### src/pcmso_defines.svh
// register offsets, field positions, reset values and counts of the pcm serial output
`ifndef PCMSO_DEFINES_SVH
`define PCMSO_DEFINES_SVH

// ****************************************
// register map
// ****************************************
`define PCMSO_ADDR_DIVIDER   8'h54
`define PCMSO_ADDR_FORMAT    8'h55
`define PCMSO_ADDR_ROUTE     8'h56
`define PCMSO_ADDR_MIX       8'h49
`define PCMSO_RST_DIVIDER    8'h01
`define PCMSO_RST_FORMAT     8'h21
`define PCMSO_RST_ROUTE      8'h00
`define PCMSO_RST_MIX        8'h00
`define PCMSO_FMT_MASK       8'h7F
`define PCMSO_ROUTE_MASK     8'h03

// ****************************************
// format field positions
// ****************************************
`define PCMSO_BIT_LSB_FIRST  6
`define PCMSO_BIT_PAD_SIDE   5
`define PCMSO_BIT_LR_POL     4
`define PCMSO_BIT_ALT_FMT    3
`define PCMSO_BIT_EDGE       2
`define PCMSO_WIDTH_HI       1
`define PCMSO_WIDTH_LO       0

// ****************************************
// widths and slot counts
// ****************************************
`define PCMSO_SAMPLE_W       24
`define PCMSO_SLOTS_NARROW   6'h1F
`define PCMSO_SLOTS_WIDE     6'h3F
`define PCMSO_HALF_NARROW    6'h10
`define PCMSO_HALF_WIDE      6'h20
`define PCMSO_FIFO_DEPTH     8
`define PCMSO_MUTE_DB        8'h60

`endif

### src/pcmso_pkg.sv
// types shared by the pcm serial output files
package pcmso_pkg;
    `include "pcmso_defines.svh"

    typedef struct packed {
        logic [`PCMSO_SAMPLE_W-1:0] left;
        logic [`PCMSO_SAMPLE_W-1:0] right;
    } pcmso_pair_t;

    typedef enum logic [1:0] {
        PCMSO_W16 = 2'h0,
        PCMSO_W18 = 2'h1,
        PCMSO_W20 = 2'h2,
        PCMSO_W24 = 2'h3
    } pcmso_width_t;

    typedef enum logic [1:0] {
        PCMSO_ROUTE_STRAIGHT = 2'h0,
        PCMSO_ROUTE_LEFT_DUP = 2'h1,
        PCMSO_ROUTE_RIGHT_DUP = 2'h2,
        PCMSO_ROUTE_SWAP     = 2'h3
    } pcmso_route_t;

    typedef enum logic [1:0] {
        PCMSO_ST_IDLE = 2'b01,
        PCMSO_ST_RUN  = 2'b10
    } pcmso_state_t;
endpackage

### src/pcmso_fifo.sv
// sample-pair fifo with valid/ready on both sides
`timescale 1ns/1ps
module pcmso_fifo #(
    parameter int WIDTH = 48,
    parameter int DEPTH = 8
) (
    // clock and reset
    input  wire logic             core_clk,
    input  wire logic             rst_n,
    // filling side
    input  wire logic [WIDTH-1:0] inData,
    input  wire logic             inValid,
    output logic                  inReady,
    // draining side
    output logic [WIDTH-1:0]      outData,
    output logic                  outValid,
    input  wire logic             outReady
);
    localparam int AW = $clog2(DEPTH);

    logic [WIDTH-1:0] mem [DEPTH];
    logic [AW-1:0]    wrPtr;
    logic [AW-1:0]    rdPtr;
    logic [AW:0]      count;
    wire              doPush = inValid && inReady;
    wire              doPop  = outValid && outReady;
    wire [AW:0]       next_count = count + (AW+1)'(doPush) - (AW+1)'(doPop);

    assign outValid = (count != '0);
    assign outData  = mem[rdPtr];

    always_ff @(posedge core_clk) begin
        if (doPush) begin
            mem[wrPtr] <= inData;
        end
    end

    always_ff @(posedge core_clk or negedge rst_n) begin
        if (!rst_n) begin
            wrPtr <= '0;
            rdPtr <= '0;
            count <= '0;
            // ready is a flop so the port never carries a combinational path
            inReady <= 1'b1;
        end else begin
            if (doPush) begin
                wrPtr <= (wrPtr == AW'(DEPTH-1)) ? '0 : wrPtr + 1'b1;
            end
            if (doPop) begin
                rdPtr <= (rdPtr == AW'(DEPTH-1)) ? '0 : rdPtr + 1'b1;
            end
            count   <= next_count;
            inReady <= (next_count != (AW+1)'(DEPTH));
        end
    end
endmodule

### src/pcmso_mixer.sv
// channel routing and right-into-left cross mix
`timescale 1ns/1ps
module pcmso_mixer (
    // settings
    input  wire logic [1:0]         routeSel,
    input  wire logic [7:0]         mixLevel,
    // samples
    input  wire pcmso_pkg::pcmso_pair_t inPair,
    output pcmso_pkg::pcmso_pair_t  outPair
);
    import pcmso_pkg::*;

    // 1 dB per unit: 6 dB per halving plus a fractional gain step
    function automatic logic signed [23:0] attenuate(input logic signed [23:0] s,
                                                     input logic [7:0] db);
        logic [7:0]         whole;
        logic [2:0]         frac;
        logic [8:0]         gain;
        logic signed [33:0] prod;
        whole = db / 8'h06;
        frac  = 3'(db - whole * 8'h06);
        case (frac)
            3'h0:    gain = 9'h100;
            3'h1:    gain = 9'h0E4;
            3'h2:    gain = 9'h0CB;
            3'h3:    gain = 9'h0B5;
            3'h4:    gain = 9'h0A1;
            default: gain = 9'h090;
        endcase
        prod = (34'(s) * $signed({1'b0, gain})) >>> 8;
        attenuate = 24'(prod >>> whole);
    endfunction

    wire pcmso_route_t route = pcmso_route_t'(routeSel);
    logic signed [23:0] routedL;
    logic signed [23:0] routedR;

    always_comb begin
        case (route)
            PCMSO_ROUTE_LEFT_DUP: begin
                routedL = inPair.left;
                routedR = inPair.left;
            end
            PCMSO_ROUTE_RIGHT_DUP: begin
                routedL = inPair.right;
                routedR = inPair.right;
            end
            PCMSO_ROUTE_SWAP: begin
                routedL = inPair.right;
                routedR = inPair.left;
            end
            default: begin
                routedL = inPair.left;
                routedR = inPair.right;
            end
        endcase
    end

    // a zero level fully closes the redirected path
    wire signed [23:0] redirected = (mixLevel == 8'h00) ? 24'sh000000
                                  : attenuate(routedR, mixLevel);
    wire signed [24:0] sum = 25'(routedL) + 25'(redirected);
    // saturate so a loud mix clips instead of wrapping round
    wire sumOver  = (sum[24] != sum[23]);
    wire [23:0] satMax = {1'b0, {23{1'b1}}};
    wire [23:0] satMin = {1'b1, {23{1'b0}}};

    assign outPair.left  = sumOver ? (sum[24] ? satMin : satMax) : sum[23:0];
    assign outPair.right = routedR;
endmodule

### src/pcmso_serial_out.sv
// serial pcm output toward an external dac: registers, clocks, framing and serialiser
// ****************************************
// Summary of operation
// - mix level zero mutes right-into-left path; otherwise the right is mixed in.
// - each unit of attenuation value adds one decibel; zero mutes the path.
// - bit clock is oversampling clock divided by 2*(1+divider).
// - frame spans 2*(1+div)*32 cycles at 16 bit, *64 when wider.
// - format bit six set sends least significant bit first.
// - bit five chooses pad side, only for 18, 20 and 24 bit widths.
// - bit four set: word select low for left, high for right.
// - bit three chooses standard or alternative format; zero after reset.
// - bit two set launches data on rising edge, else falling; resets zero.
// - width field 00,01,10,11 selects 16, 18, 20, 24 bit samples.
// - 32 bits per frame at 16 bit, 64 bits per frame otherwise.
// - route field: straight, left duplicated, right duplicated, swapped; resets zero.
// ****************************************
`timescale 1ns/1ps
module pcmso_serial_out (
    // clock and reset (core_clk is the oversampling clock)
    input  wire logic                   core_clk,
    input  wire logic                   rst_n,
    // register port
    input  wire logic                   regWrEn,
    input  wire logic                   regRdEn,
    input  wire logic [7:0]             regAddr,
    input  wire logic [7:0]             regWrData,
    output logic [7:0]                  regRdData,
    // decoded sample stream
    input  wire pcmso_pkg::pcmso_pair_t pcmPair,
    input  wire logic                   pcmValid,
    output logic                        pcmReady,
    // dac pins
    output logic                        serialBitClockOut,
    output logic                        wordSelectOut,
    output logic                        serialDataOut,
    // status
    output logic                        underrun
);
    import pcmso_pkg::*;

    // ****************************************
    // registers
    // ****************************************
    logic [7:0] bitClockDivider;
    logic [7:0] serialFormatConfig;
    logic [7:0] channelRouteSelect;
    logic [7:0] rightToLeftMixLevel;

    wire hitDiv   = (regAddr == `PCMSO_ADDR_DIVIDER);
    wire hitFmt   = (regAddr == `PCMSO_ADDR_FORMAT);
    wire hitRoute = (regAddr == `PCMSO_ADDR_ROUTE);
    wire hitMix   = (regAddr == `PCMSO_ADDR_MIX);

    always_ff @(posedge core_clk or negedge rst_n) begin
        if (!rst_n) begin
            bitClockDivider     <= `PCMSO_RST_DIVIDER;
            serialFormatConfig  <= `PCMSO_RST_FORMAT;
            channelRouteSelect  <= `PCMSO_RST_ROUTE;
            rightToLeftMixLevel <= `PCMSO_RST_MIX;
        end else if (regWrEn) begin
            if (hitDiv) begin
                bitClockDivider <= regWrData;
            end
            if (hitFmt) begin
                serialFormatConfig <= regWrData & `PCMSO_FMT_MASK;
            end
            if (hitRoute) begin
                channelRouteSelect <= regWrData & `PCMSO_ROUTE_MASK;
            end
            if (hitMix) begin
                rightToLeftMixLevel <= regWrData;
            end
        end
    end

    wire [7:0] next_regRdData = hitDiv   ? bitClockDivider
                              : hitFmt   ? serialFormatConfig
                              : hitRoute ? channelRouteSelect
                              : hitMix   ? rightToLeftMixLevel
                              : 8'h00;

    always_ff @(posedge core_clk or negedge rst_n) begin
        if (!rst_n) begin
            regRdData <= 8'h00;
        end else if (regRdEn) begin
            regRdData <= next_regRdData;
        end
    end

    // ****************************************
    // decoded format fields
    // ****************************************
    wire          lsbFirstSelect = serialFormatConfig[`PCMSO_BIT_LSB_FIRST];
    wire          padSide        = serialFormatConfig[`PCMSO_BIT_PAD_SIDE];
    wire          lrPolarity     = serialFormatConfig[`PCMSO_BIT_LR_POL];
    wire          altFormat      = serialFormatConfig[`PCMSO_BIT_ALT_FMT];
    wire          risingLaunch   = serialFormatConfig[`PCMSO_BIT_EDGE];
    wire pcmso_width_t sampleWidthSelect =
        pcmso_width_t'(serialFormatConfig[`PCMSO_WIDTH_HI:`PCMSO_WIDTH_LO]);
    wire          wideFrame = (sampleWidthSelect != PCMSO_W16);

    wire [5:0] lastSlot = wideFrame ? `PCMSO_SLOTS_WIDE : `PCMSO_SLOTS_NARROW;
    wire [5:0] halfSize = wideFrame ? `PCMSO_HALF_WIDE : `PCMSO_HALF_NARROW;

    function automatic logic [5:0] widthBits(input pcmso_width_t w);
        case (w)
            PCMSO_W18: widthBits = 6'h12;
            PCMSO_W20: widthBits = 6'h14;
            PCMSO_W24: widthBits = 6'h18;
            default:   widthBits = 6'h10;
        endcase
    endfunction

    wire [5:0] validBits = widthBits(sampleWidthSelect);

    // picks the bit of a left-aligned 24-bit sample for slot k of its half
    function automatic logic pickBit(input logic [23:0] s, input logic [5:0] k,
                                     input logic [5:0] half, input logic [5:0] w,
                                     input logic padLeft, input logic lsbFirst);
        logic [5:0] j;
        logic [5:0] lead;
        lead = padLeft ? 6'(half - w) : 6'h00;
        j = 6'(k - lead);
        if (k < lead || j >= w) begin
            pickBit = 1'b0;
        end else if (lsbFirst) begin
            pickBit = s[5'(6'd24 - w + j)];
        end else begin
            pickBit = s[5'(6'd23 - j)];
        end
    endfunction

    // ****************************************
    // sample supply
    // ****************************************
    pcmso_pair_t fifoPair;
    pcmso_pair_t mixedPair;
    logic        fifoValid;
    logic        fifoPop;

    pcmso_fifo #(
        .WIDTH ($bits(pcmso_pair_t)),
        .DEPTH (`PCMSO_FIFO_DEPTH)
    ) u_fifo (
        .core_clk (core_clk),
        .rst_n    (rst_n),
        .inData   (pcmPair),
        .inValid  (pcmValid),
        .inReady  (pcmReady),
        .outData  (fifoPair),
        .outValid (fifoValid),
        .outReady (fifoPop)
    );

    pcmso_mixer u_mixer (
        .routeSel (channelRouteSelect[1:0]),
        .mixLevel (rightToLeftMixLevel),
        .inPair   (fifoPair),
        .outPair  (mixedPair)
    );

    // ****************************************
    // bit clock generation
    // ****************************************
    pcmso_state_t state;
    logic [7:0]   phaseCnt;
    logic [5:0]   slot;
    logic [23:0]  curLeft;
    logic [23:0]  curRight;

    wire running   = (state == PCMSO_ST_RUN);
    // half a bit-clock period is 1+divider oversampling cycles
    wire phaseEnd  = running && (phaseCnt == bitClockDivider);
    wire next_sck  = ~serialBitClockOut;
    wire launch    = phaseEnd && (next_sck == risingLaunch);

    // ****************************************
    // framing
    // ****************************************
    wire [5:0] next_slot  = (slot >= lastSlot) ? 6'h00 : 6'(slot + 1'b1);
    // standard format delays data one slot behind word select
    wire       dataDelay  = ~altFormat;
    wire [5:0] dataPos    = (dataDelay && next_slot == 6'h00) ? lastSlot
                          : 6'(next_slot - 6'(dataDelay));
    wire       dataRight  = (dataPos >= halfSize);
    wire [5:0] dataK      = dataRight ? 6'(dataPos - halfSize) : dataPos;
    wire       slotRight  = (next_slot >= halfSize);
    wire       loadPair   = launch && (dataPos == 6'h00);
    // pad side only matters above 16 bits
    wire       padLeft    = padSide && wideFrame;

    assign fifoPop = loadPair && fifoValid;

    wire [23:0] useLeft  = fifoPop ? mixedPair.left  : 24'h000000;
    wire [23:0] useRight = fifoPop ? mixedPair.right : 24'h000000;
    wire [23:0] srcSample = dataRight ? (loadPair ? useRight : curRight)
                                      : (loadPair ? useLeft  : curLeft);
    wire next_data = pickBit(srcSample, dataK, halfSize, validBits,
                             padLeft, lsbFirstSelect);
    wire next_ws   = ~(slotRight ^ lrPolarity);

    always_ff @(posedge core_clk or negedge rst_n) begin
        if (!rst_n) begin
            state <= PCMSO_ST_IDLE;
        end else begin
            case (state)
                PCMSO_ST_IDLE: begin
                    if (fifoValid) begin
                        state <= PCMSO_ST_RUN;
                    end
                end
                PCMSO_ST_RUN: begin
                    state <= PCMSO_ST_RUN;
                end
                default: begin
                    state <= PCMSO_ST_IDLE;
                end
            endcase
        end
    end

    always_ff @(posedge core_clk or negedge rst_n) begin
        if (!rst_n) begin
            phaseCnt          <= 8'h00;
            serialBitClockOut <= 1'b0;
        end else if (phaseEnd) begin
            phaseCnt          <= 8'h00;
            serialBitClockOut <= next_sck;
        end else if (running) begin
            phaseCnt          <= 8'(phaseCnt + 1'b1);
        end
    end

    // slot resets to 63, the last wide slot and past the narrow one, so the first launch opens a frame
    always_ff @(posedge core_clk or negedge rst_n) begin
        if (!rst_n) begin
            slot          <= `PCMSO_SLOTS_WIDE;
            wordSelectOut <= 1'b0;
            serialDataOut <= 1'b0;
        end else if (launch) begin
            slot          <= next_slot;
            wordSelectOut <= next_ws;
            serialDataOut <= next_data;
        end
    end

    always_ff @(posedge core_clk or negedge rst_n) begin
        if (!rst_n) begin
            curLeft  <= 24'h000000;
            curRight <= 24'h000000;
            underrun <= 1'b0;
        end else begin
            // an empty fifo at frame start sends silence rather than stale data
            underrun <= loadPair && !fifoValid;
            if (loadPair) begin
                curLeft  <= useLeft;
                curRight <= useRight;
            end
        end
    end
endmodule

### config.mk
export PLATFORM = sky130hd
export DESIGN_NAME = pcmso_serial_out
export DESIGN_NICKNAME = d
export VERILOG_FILES = /design/src/pcmso_pkg.sv /design/src/pcmso_fifo.sv /design/src/pcmso_mixer.sv /design/src/pcmso_serial_out.sv
export VERILOG_INCLUDE_DIRS = /design/src
export SDC_FILE = /design/constraint.sdc
export NUM_CORES = 1
export LEC_CHECK = 0
export ABC_AREA = 1
export BUFFER_PORTS_ARGS = -buffer_cell sky130_fd_sc_hd__buf_2
export CORE_UTILIZATION = 38
export CTS_CLUSTER_SIZE = 10
export DETAILED_ROUTE_END_ITERATION = 8
export PLACE_DENSITY = 0.54
export SETUP_SLACK_MARGIN = 0.2
export SYNTH_ARGS = -nofsm -noshare
export SYNTH_HDL_FRONTEND = slang
export SYNTH_HIERARCHICAL = 1
export SYNTH_SLANG_ARGS = --single-unit
### constraint.sdc
create_clock -name core_clk -period 14.3 [get_ports core_clk]
set_input_delay 2.86 -clock core_clk [delete_from_list [all_inputs] [get_ports core_clk]]
set_output_delay 2.86 -clock core_clk [all_outputs]
set_load 0.05 [all_outputs]
# Yosys cells after proc, flatten, opt, wreduce, memory -nomap -nowiden
# Memory sizes are Yosys's and may differ from the RTL's.
# Cells that the tools add are included.
[word_totals]
register_bits = 112
elab_cells = 132
in_bits = 69
ramBits = 384
n_memories = 1
[op_classes]
n_lt_le_gt_ge = 7
n_reduce_logical = 24
bitwise_logic = 4
mul = 2
add_sub_neg = 15
shift = 1
div_mod_pow = 1
mux = 36
eq_ne = 23
[memory_table]
columns = ["memory", "depth", "word_bits", "read_ports", "rd_clocked_by_memory_dff", "wr", "line", "source"]
rows = [
  ["u_fifo.mem", 8, 48, 1, 0, 1, "pcmso_fifo.sv:21", "logic [WIDTH-1:0] mem [DEPTH];"],
]
[op_table]
columns = ["operator", "count"]
rows = [
  ["$mux W24", 10],
  ["$mux W8", 6],
  ["$pmux W9 S5", 1],
  ["$mux W6", 6],
  ["$mul A24 B10 Y34", 1],
  ["$eq A8 B7 Y1 const B", 4],
  ["$sshr A26 B8 Y24", 1],
  ["$add A24 B24 Y25", 1],
  ["$ge A6 B6 Y1", 3],
  ["$sub A6 B6 Y6", 3],
  ["$logic_not A6 Y1", 2],
  ["$lt A5 B6 Y1 const B", 2],
  ["$pmux W4 S3", 1],
  ["$bmux W1 S5", 2],
  ["$eq A2 B2 Y1 const B", 5],
  ["$sub A5 B5 Y5 const A", 2],
  ["$eq A3 B3 Y1 const B", 3],
  ["$logic_and A1 B1 Y1", 9],
  ["$add A8 B1 Y8 const B", 1],
  ["$div A8 B3 Y8 const B", 1],
  ["$eq A8 B8 Y1", 1],
  ["$logic_not A8 Y1", 1],
  ["$mul A8 B2 Y2 const B", 1],
  ["$reduce_and A2 Y1", 4],
  ["other kinds (28)", 42],
]

# Longest topological paths before layout
# Gate-level depths: netlist of run 1.
[logic_depth]
ltp_word = 18
ltp_mapped = 103

# By module
# Netlist of run 1, hierarchy kept.
[modules_own_cells]
columns = ["mod", "cells_each", "seq_area_each_um2", "n_inst", "area_per_inst_um2"]
rows = [
  ["pcmso_fifo", 1738, 11807.6, 1, 17439.2],
  ["pcmso_mixer", 1709, 0.0, 1, 11108.2],
  ["pcmso_serial_out", 863, 2539.9, 1, 6328.6],
]

# Worst setup path before layout of run 1
# No wires, ideal clock.
[synth_path]
kind = "register -> register"
startpoint = "register rightToLeftMixLevel[6]"
endpoint = "register serialDataOut"
path_stages_with_launch = 88
arrival_ps = 11903
setup_time_ps = 118
n_path_buf = 3
slack_ps = 2279
required_time_ps = 14182
cell_sequence = "dfrtp_1 -> nand2_2 -> nand3_2 -> nand3_2 -> nand2_4 -> nand2_2 -> nand2_1 -> nand3_1 -> nand2_1 -> nand2_1 -> inv_2 -> nor2_2 -> inv_2 -> nand2_4 -> clkbuf_1 -> ha_1 -> inv_1 -> nand2_1 -> [52 not listed] -> nor2_1 -> xor2_1 -> or2_2 -> nand2_1 -> buf_2 -> o21ai_0 -> nand4_1 -> nand3_1 -> nand3_1 -> nand2_1 -> nor2_1 -> nand2_1 -> a21oi_1 -> nor2_1 -> nand2_1 -> nand2_1 -> nand2_1 -> nand2_1"
[synth_rtl]
columns = ["item", "line", "source"]
rows = [
  ["from (decl)", "pcmso_serial_out.sv:47", "logic [7:0] rightToLeftMixLevel;"],
  ["from (signal assigned)", "pcmso_serial_out.sv:59", "rightToLeftMixLevel <= `PCMSO_RST_MIX;"],
  ["from (signal assigned)", "pcmso_serial_out.sv:71", "rightToLeftMixLevel <= regWrData;"],
  ["to (signal assigned)", "pcmso_serial_out.sv:243", "serialDataOut <= next_data;"],
  ["to (decl)", "pcmso_serial_out.sv:35", "output logic serialDataOut,"],
]

==> results of run 1 <==
==> flip-flops by register name (all words and copies together), names as in the netlist, 3 cells and up <==
name	count
u_fifo/wrPtr	3
u_fifo/count	4
u_fifo/mem	384
rightToLeftMixLevel	8
bitClockDivider	8
serialFormatConfig	7
slot	6
phaseCnt	8
curRight	24
u_fifo/rdPtr	3
regRdData	8
curLeft	24
==> path summary, 6_finish.rpt <==
kind / end / slack, ns / depth (start not counted)
max: serialDataOut / 1.36 / 88
min: curLeft[14] / 0.47 / 2
max reg2reg: serialDataOut / 1.36 / 88
min reg2reg: curLeft[14] / 0.47 / 2
max in group asynchronous: u_fifo/rdPtr[0] / 10.72 / 2
min in group asynchronous: phaseCnt[7] / 2.37 / 1
==> stage by stage <==
stage | instances | area [um2] | hold slack, ns | util
2_1_floorplan | 4310 | 34900 | 0.444 | -
3_3_place_gp | 5478 | 36500 | 0.458 | 0.403
3_5_place_dp | 5478 | 36500 | 0.462 | 0.403
4_1_cts | 5565 | 38100 | 0.476 | 0.421
5_1_grt | 5581 | 38400 | 0.490 | 0.424
6_report | 5581 | 38400 | 0.475 | 0.424
==> layer usage <==
| layer | track usage | share of wire |
|---|---|---|
| met5 | 0 | 0.00098 |
| met4 | 0.0667 | 0.029 |
| met3 | 0.0288 | 0.041 |
| met2 | 0.360 | 0.47 |
| met1 | 0.291 | 0.46 |
==> cells in the final DEF (no fill, tap or decap), types with 7 or more instances in the layout <==
| cell | count |
|---|---|
| sky130_fd_sc_hd__o21ai_0 | 114 |
| sky130_fd_sc_hd__nand2_1 | 1288 |
| sky130_fd_sc_hd__inv_1 | 797 |
| sky130_fd_sc_hd__nor4_1 | 8 |
| sky130_fd_sc_hd__inv_2 | 9 |
| sky130_fd_sc_hd__o21ai_2 | 7 |
| sky130_fd_sc_hd__dfstp_2 | 11 |
| sky130_fd_sc_hd__nand4_1 | 43 |
| sky130_fd_sc_hd__xnor2_1 | 24 |
| sky130_fd_sc_hd__clkbuf_16 | 57 |
| sky130_fd_sc_hd__o21ai_1 | 32 |
| sky130_fd_sc_hd__fa_1 | 182 |
| sky130_fd_sc_hd__xor2_1 | 22 |
| sky130_fd_sc_hd__nand3_1 | 469 |
| sky130_fd_sc_hd__a21oi_1 | 105 |
| sky130_fd_sc_hd__edfxtp_1 | 384 |
| sky130_fd_sc_hd__nand3b_1 | 14 |
| sky130_fd_sc_hd__nand3_2 | 10 |
| sky130_fd_sc_hd__nor2_4 | 13 |
| sky130_fd_sc_hd__nor2_1 | 265 |
| sky130_fd_sc_hd__clkbuf_1 | 22 |
| sky130_fd_sc_hd__dfrtp_1 | 97 |
| sky130_fd_sc_hd__nand2_2 | 19 |
| sky130_fd_sc_hd__buf_4 | 73 |
| sky130_fd_sc_hd__nor3_1 | 20 |
| sky130_fd_sc_hd__ha_1 | 129 |
| sky130_fd_sc_hd__buf_2 | 80 |
==> layout make-up <==
type	instances	area [um2]	area share
inverter	813	3070	0.0800
multi-input combinational	2846	16800	0.438
clock inverter	6	52.6	0.00137
tap	1176	1470	0.0384
timing repair buffer	159	1050	0.0273
clock buffer	81	1540	0.0401
antenna	4	10.0	0.000261
sequential	496	14400	0.374
==> worst max-delay path, delay by kind of cell, from the launching register on <==
family | cells | cell delay (ns)
buffers and inverters | 14 | 1.76
and+or+nand+nor | 51 | 4.85
AOI/OAI and AO/OA | 14 | 2.02
adders and majority gates | 9 | 3.74
DFF | 1 | 0.43
==> cell families after synthesis <==
family | Yosys count | share of synthesized area
simple gates | 2176 | 0.265
buf+inv | 969 | 0.113
flops | 496 | 0.411
fa+ha+maj | 314 | 0.152
compound gates | 309 | 0.0479
xor+xnor | 46 | 0.0116
==> what timing repair did <==
action,in CTS,in global routing
gates resized for setup,0,44
endpoints found under the setup margin,0,24
hold buffers,0,0
buffers inserted,0,11
==> summary.json, run 1 <==
{
  "cap_violations": {"value": 0},
  "timing.critical_path.required": {"value": 14.82, "unit": "ns"},
  "initial_core_util": {"value": 0.386},
  "syn-mean-instance-area": {"value": 8.09, "unit": "um2"},
  "maxSlewViolCount": {"value": 0},
  "final_net_count": {"value": 4756},
  "final.setup.tns": {"value": 0, "unit": "ns"},
  "synth_edf_count": {"value": 384},
  "clkTransAtPathRegs": {"value": 0.06, "unit": "ns"},
  "timing.final.setup_violations": {"value": 0},
  "design.die.area": {"value": 93000, "unit": "um2"},
  "residual_drc": {"value": 0},
  "timing.hold.worst.class": {"value": "flop to flop"},
  "row_count": {"value": 110},
  "cts_tree": {"value": "built"},
  "tritoncts_num_sinks": {"value": 496},
  "drtAntennaViolNets": {"value": 0},
  "postSynthNetCount": {"value": 4693},
  "dp_hpwl": {"value": 69.8, "unit": "mm"},
  "worst-path-max-fanout": {"value": 23},
  "place_ws": {"value": 0.292, "unit": "ns"},
  "synth_top_flop_cell": {"value": "sky130_fd_sc_hd__edfxtp_1"},
  "timing.fmax": {"value": 0.0773, "unit": "GHz"},
  "timing.critical_path.mode_cell": {"value": "sky130_fd_sc_hd__nand2_1"},
  "core_area": {"value": 90400, "unit": "um2"},
  "synth_common_cells": {"value": "sky130_fd_sc_hd__nand2_1 (1,290), sky130_fd_sc_hd__inv_1 (799), sky130_fd_sc_hd__nand3_1 (470)"},
  "synth_seq_area_share": {"value": 0.411},
  "h-tree-depth": {"value": 2},
  "antenna_violations_before_repair": {"value": 12},
  "critical-path-max-stage-delay": {"value": 0.54, "unit": "ns"},
  "die_height": {"value": 305, "unit": "um"},
  "wire_length_of_the_first_global_routing_pass": {"value": 156, "unit": "mm"},
  "critPathLaunchType": {"value": "flop"},
  "detailroute.via_count": {"value": 27400},
  "final.setup.worst_slack": {"value": 1.36, "unit": "ns"},
  "final.period_utilization": {"value": 0.905},
  "postSynthCellCount": {"value": 4310},
  "nFillCells": {"value": 9080},
  "synth_register_bits": {"value": 496},
  "synth_cell_types": {"value": 55},
  "synth_area_leader_cell": {"value": "sky130_fd_sc_hd__edfxtp_1"},
  "most_frequently_used_cell_type_in_the_post_synthesis_netlist": {"value": "sky130_fd_sc_hd__nand2_1"},
  "ys_top_cells_by_area": {"value": "sky130_fd_sc_hd__edfxtp_1 (33%), sky130_fd_sc_hd__nand2_1 (14%), sky130_fd_sc_hd__fa_1 (10%), sky130_fd_sc_hd__inv_1 (8.6%), sky130_fd_sc_hd__dfrtp_1 (7.2%)"},
  "wl_per_cell": {"value": 17.8, "unit": "um"},
  "cts-buffers-inserted": {"value": 57},
  "cts_max_path_buffers": {"value": 3},
  "critical_path_arrival": {"value": 13.46, "unit": "ns"},
  "total_i_o_pin_count": {"value": 82},
  "cp-end-kind": {"value": "flop"},
  "async_reset_ff_frac": {"value": 0.226},
  "via_per_inst": {"value": 4.92},
  "gr-total-overflow": {"value": 0},
  "finalHoldViolations": {"value": 0},
  "floorplan.die.width": {"value": 305, "unit": "um"},
  "max_slew.worst_pin.slew": {"value": 0.992, "unit": "ns"},
  "cts_root_buf": {"value": "sky130_fd_sc_hd__clkbuf_16"},
  "slew_headroom": {"value": 0.336},
  "drt-pass1-iter-count": {"value": 6},
  "cell_area_synth": {"value": 34900, "unit": "um2"},
  "crit_path_top_delay_cell": {"value": "sky130_fd_sc_hd__fa_1"},
  "source_of_the_critical_timing_path": {"value": "rightToLeftMixLevel[7]"},
  "final.setup_skew": {"value": 0.0261, "unit": "ns"},
  "run_status": {"value": "complete, no violations"},
  "layout-drive-gt1-share": {"value": 0.0775},
  "globalRouteTotalUtil": {"value": 0.216},
  "finalWorstPathRequiredPeriod": {"value": 12.94, "unit": "ns"},
  "buffer_ports.inserted": {"value": 81},
  "area.growth.synth_to_final": {"value": 9.97, "unit": "%"},
  "drt_iter0_drc": {"value": 1851},
  "r2r_start": {"value": "rightToLeftMixLevel[7]"},
  "worstSetupPathType": {"value": "flop to flop"},
  "wl": {"value": 99.4, "unit": "mm"},
  "grt_pass1_vias": {"value": 26900},
  "timing.hold.worst.start": {"value": "curLeft[14]"},
  "globalplace.congestion": {"value": 0.941},
  "ys.warnings.count": {"value": 6},
  "clk_latency": {"value": 0.64, "unit": "ns"},
  "synth_top_cell_area_share": {"value": 0.331},
  "grt_setup_unrepaired": {"value": "false"},
  "pin_count_of_the_biggest_net_entering_global_routing": {"value": 70}
}
Power of run 1 is left out: the tool's default activity adds up to more than one toggle a clock period on the data nets, which glitch-free logic cannot reach.
==> run 2: changes to the inputs <==
--- a/config.mk
+++ b/config.mk
@@ -8,6 +8,7 @@
 export LEC_CHECK = 0
 export ABC_AREA = 1
 export BUFFER_PORTS_ARGS = -buffer_cell sky130_fd_sc_hd__buf_2
+export CORE_ASPECT_RATIO = 1.1
 export CORE_UTILIZATION = 38
 export CTS_CLUSTER_SIZE = 10
 export DETAILED_ROUTE_END_ITERATION = 8
==> run 2 against run 1 <==
Hold slack worse by 0.0024 ns. Critical path type unchanged. Non-clock buffer count decreased by 1. First-iteration DRC count grew 6.9%. Die area about the same. Clock-buffer cell count down 4. Via count rose by 1.4%. Critical path depth is 1 lower. Clock skew is 0.017 ns higher. Register-to-register slack got worse by 0.18 ns. Sequential cell count is the same. Routed wire length rose by 2.3%.
==> summary.json, run 2 (synthesis gave the netlist of run 1 again) <==
{
  "row_count": {"value": 116},
  "dp_hpwl": {"value": 70.5, "unit": "mm"},
  "mostFrequentLayoutCells": {"value": "sky130_fd_sc_hd__nand2_1 (1,287), sky130_fd_sc_hd__inv_1 (798), sky130_fd_sc_hd__nand3_1 (469)"},
  "most_frequent_standard_cell_in_the_layout_excluding_fill_and_tap_cells": {"value": "sky130_fd_sc_hd__nand2_1"},
  "design.die.area": {"value": 93000, "unit": "um2"},
  "nFillCells": {"value": 9127},
  "drtAntennaViolNets": {"value": 0},
  "detailroute.via_count": {"value": 27800},
  "timing.fmax": {"value": 0.0762, "unit": "GHz"},
  "critPathLaunchType": {"value": "flop"},
  "h-tree-depth": {"value": 2},
  "cts_root_buf": {"value": "sky130_fd_sc_hd__clkbuf_16"},
  "initial_core_util": {"value": 0.383},
  "max_slew.worst_pin.slew": {"value": 1.13, "unit": "ns"},
  "biggestRegsByFlops": {"value": "u_fifo/mem (384), curLeft (24), curRight (24)"},
  "final.setup.tns": {"value": 0, "unit": "ns"},
  "floorplan.die.width": {"value": 291, "unit": "um"},
  "drt-pass1-iter-count": {"value": 6},
  "dpl.cell_count": {"value": 5487},
  "clkTransAtPathRegs": {"value": 0.07, "unit": "ns"},
  "globalRouteTotalUtil": {"value": 0.219},
  "globalplace.congestion": {"value": 0.967},
  "critical_path_arrival": {"value": 13.63, "unit": "ns"},
  "finalWorstPathRequiredPeriod": {"value": 13.12, "unit": "ns"},
  "wire_length_of_the_first_global_routing_pass": {"value": 158, "unit": "mm"},
  "timing.final.setup_violations": {"value": 0},
  "run_status": {"value": "complete, no violations"},
  "crit_path_top_delay_cell": {"value": "sky130_fd_sc_hd__fa_1"},
  "postCtsHoldBufs": {"value": 0},
  "buffer_ports.inserted": {"value": 81},
  "antenna_violations_before_repair": {"value": 14},
  "wl_per_cell": {"value": 18.2, "unit": "um"},
  "place_ws": {"value": 0.321, "unit": "ns"},
  "timing.critical_path.required": {"value": 14.81, "unit": "ns"},
  "wl": {"value": 102, "unit": "mm"},
  "slew_headroom": {"value": 0.244},
  "residual_drc": {"value": 0},
  "maxSlewViolCount": {"value": 0},
  "via_per_inst": {"value": 4.99},
  "pin_count_of_the_biggest_net_entering_global_routing": {"value": 144},
  "worstSetupPathType": {"value": "flop to flop"},
  "cap_violations": {"value": 0},
  "finalHoldViolations": {"value": 0},
  "die_height": {"value": 320, "unit": "um"},
  "cts-buffers-inserted": {"value": 58},
  "cp-end-kind": {"value": "flop"},
  "final.setup.worst_slack": {"value": 1.18, "unit": "ns"},
  "core_area": {"value": 91000, "unit": "um2"},
  "register_bank_with_the_most_flops": {"value": "u_fifo/mem"},
  "layout-drive-gt1-share": {"value": 0.0814},
  "critical-path-max-stage-delay": {"value": 0.56, "unit": "ns"},
  "final-instance-count-excl-fill": {"value": 5580},
  "timing.critical_path.mode_cell": {"value": "sky130_fd_sc_hd__nand2_1"},
  "area.growth.synth_to_final": {"value": 10.3, "unit": "%"},
  "cts_tree": {"value": "built"},
  "gr-total-overflow": {"value": 0},
  "grt_pass1_vias": {"value": 27000},
  "tritoncts_num_sinks": {"value": 496},
  "largest_register_ffs": {"value": 384},
  "grt_setup_unrepaired": {"value": "false"},
  "final.setup_skew": {"value": 0.0428, "unit": "ns"},
  "clk_latency": {"value": 0.65, "unit": "ns"},
  "timing.hold.worst.class": {"value": "flop to flop"},
  "final_core_utilization": {"value": 0.423},
  "worst-path-max-fanout": {"value": 16},
  "drt_iter0_drc": {"value": 1979},
  "final_net_count": {"value": 4756},
  "cts_max_path_buffers": {"value": 3},
  "final.period_utilization": {"value": 0.918},
  "total_i_o_pin_count": {"value": 82}
}
run 2: critical path: cells and delay by family, from the launching register on:
family                   cells  cell delay, ns
AND/OR/NAND/NOR             54            5.93
flip-flops                   1            0.43
adder cells (fa/ha/maj)      8            3.62
buffers and inverters       13            1.57
AO/OA/AOI/OAI               12            1.40
run 2: cell type report:
class	instances	area [um2]	area share
Multi-Input combinational cell	2846	16800	0.438
Timing Repair Buffer	158	1040	0.0269
Inverter	813	3060	0.0796
Clock inverter	9	138	0.00358
Tap cell	1180	1480	0.0384
Antenna cell	1	2.50	0.0000651
Clock buffer	77	1550	0.0404
Sequential cell	496	14400	0.373
run 2: repair_timing:
item                                    in CTS  in global routing
hold endpoints to repair                     0                  0
endpoints found under the setup margin       0                 24
gates resized for setup                      0                 48
setup buffers                                0                  5
run 2: path summary, 6_finish.rpt:
check / startpoint / to / slack [ns] / depth (start not counted)
setup / recovery: rightToLeftMixLevel[5] / serialDataOut / 1.18 / 87
hold / removal: regRdData[0] / regRdData[0] / 0.47 / 2
setup reg to reg: rightToLeftMixLevel[5] / serialDataOut / 1.18 / 87
hold reg to reg: regRdData[0] / regRdData[0] / 0.47 / 2
max in group asynchronous: rst_n / u_fifo/rdPtr[0] / 10.66 / 2
min in group asynchronous: rst_n / regRdData[7] / 2.26 / 1
run 2: routing by layer:
layer,up-vias,global-route usage,part of all wire
met5,-,0,0.0014
met4,22,0.0676,0.031
met3,173,0.0295,0.051
met2,728,0.374,0.48
met1,13200,0.288,0.44
li1,13700,-,-
run 2: per-stage QoR:
stage	hold WS, ns	instance area (um2)
finish	0.472	38500
global route	0.491	38500
CTS	0.476	38200
detailed placement	0.460	36600
global placement	0.458	36600
floorplan	0.444	34900
Power of run 2 is left out for the same reason.
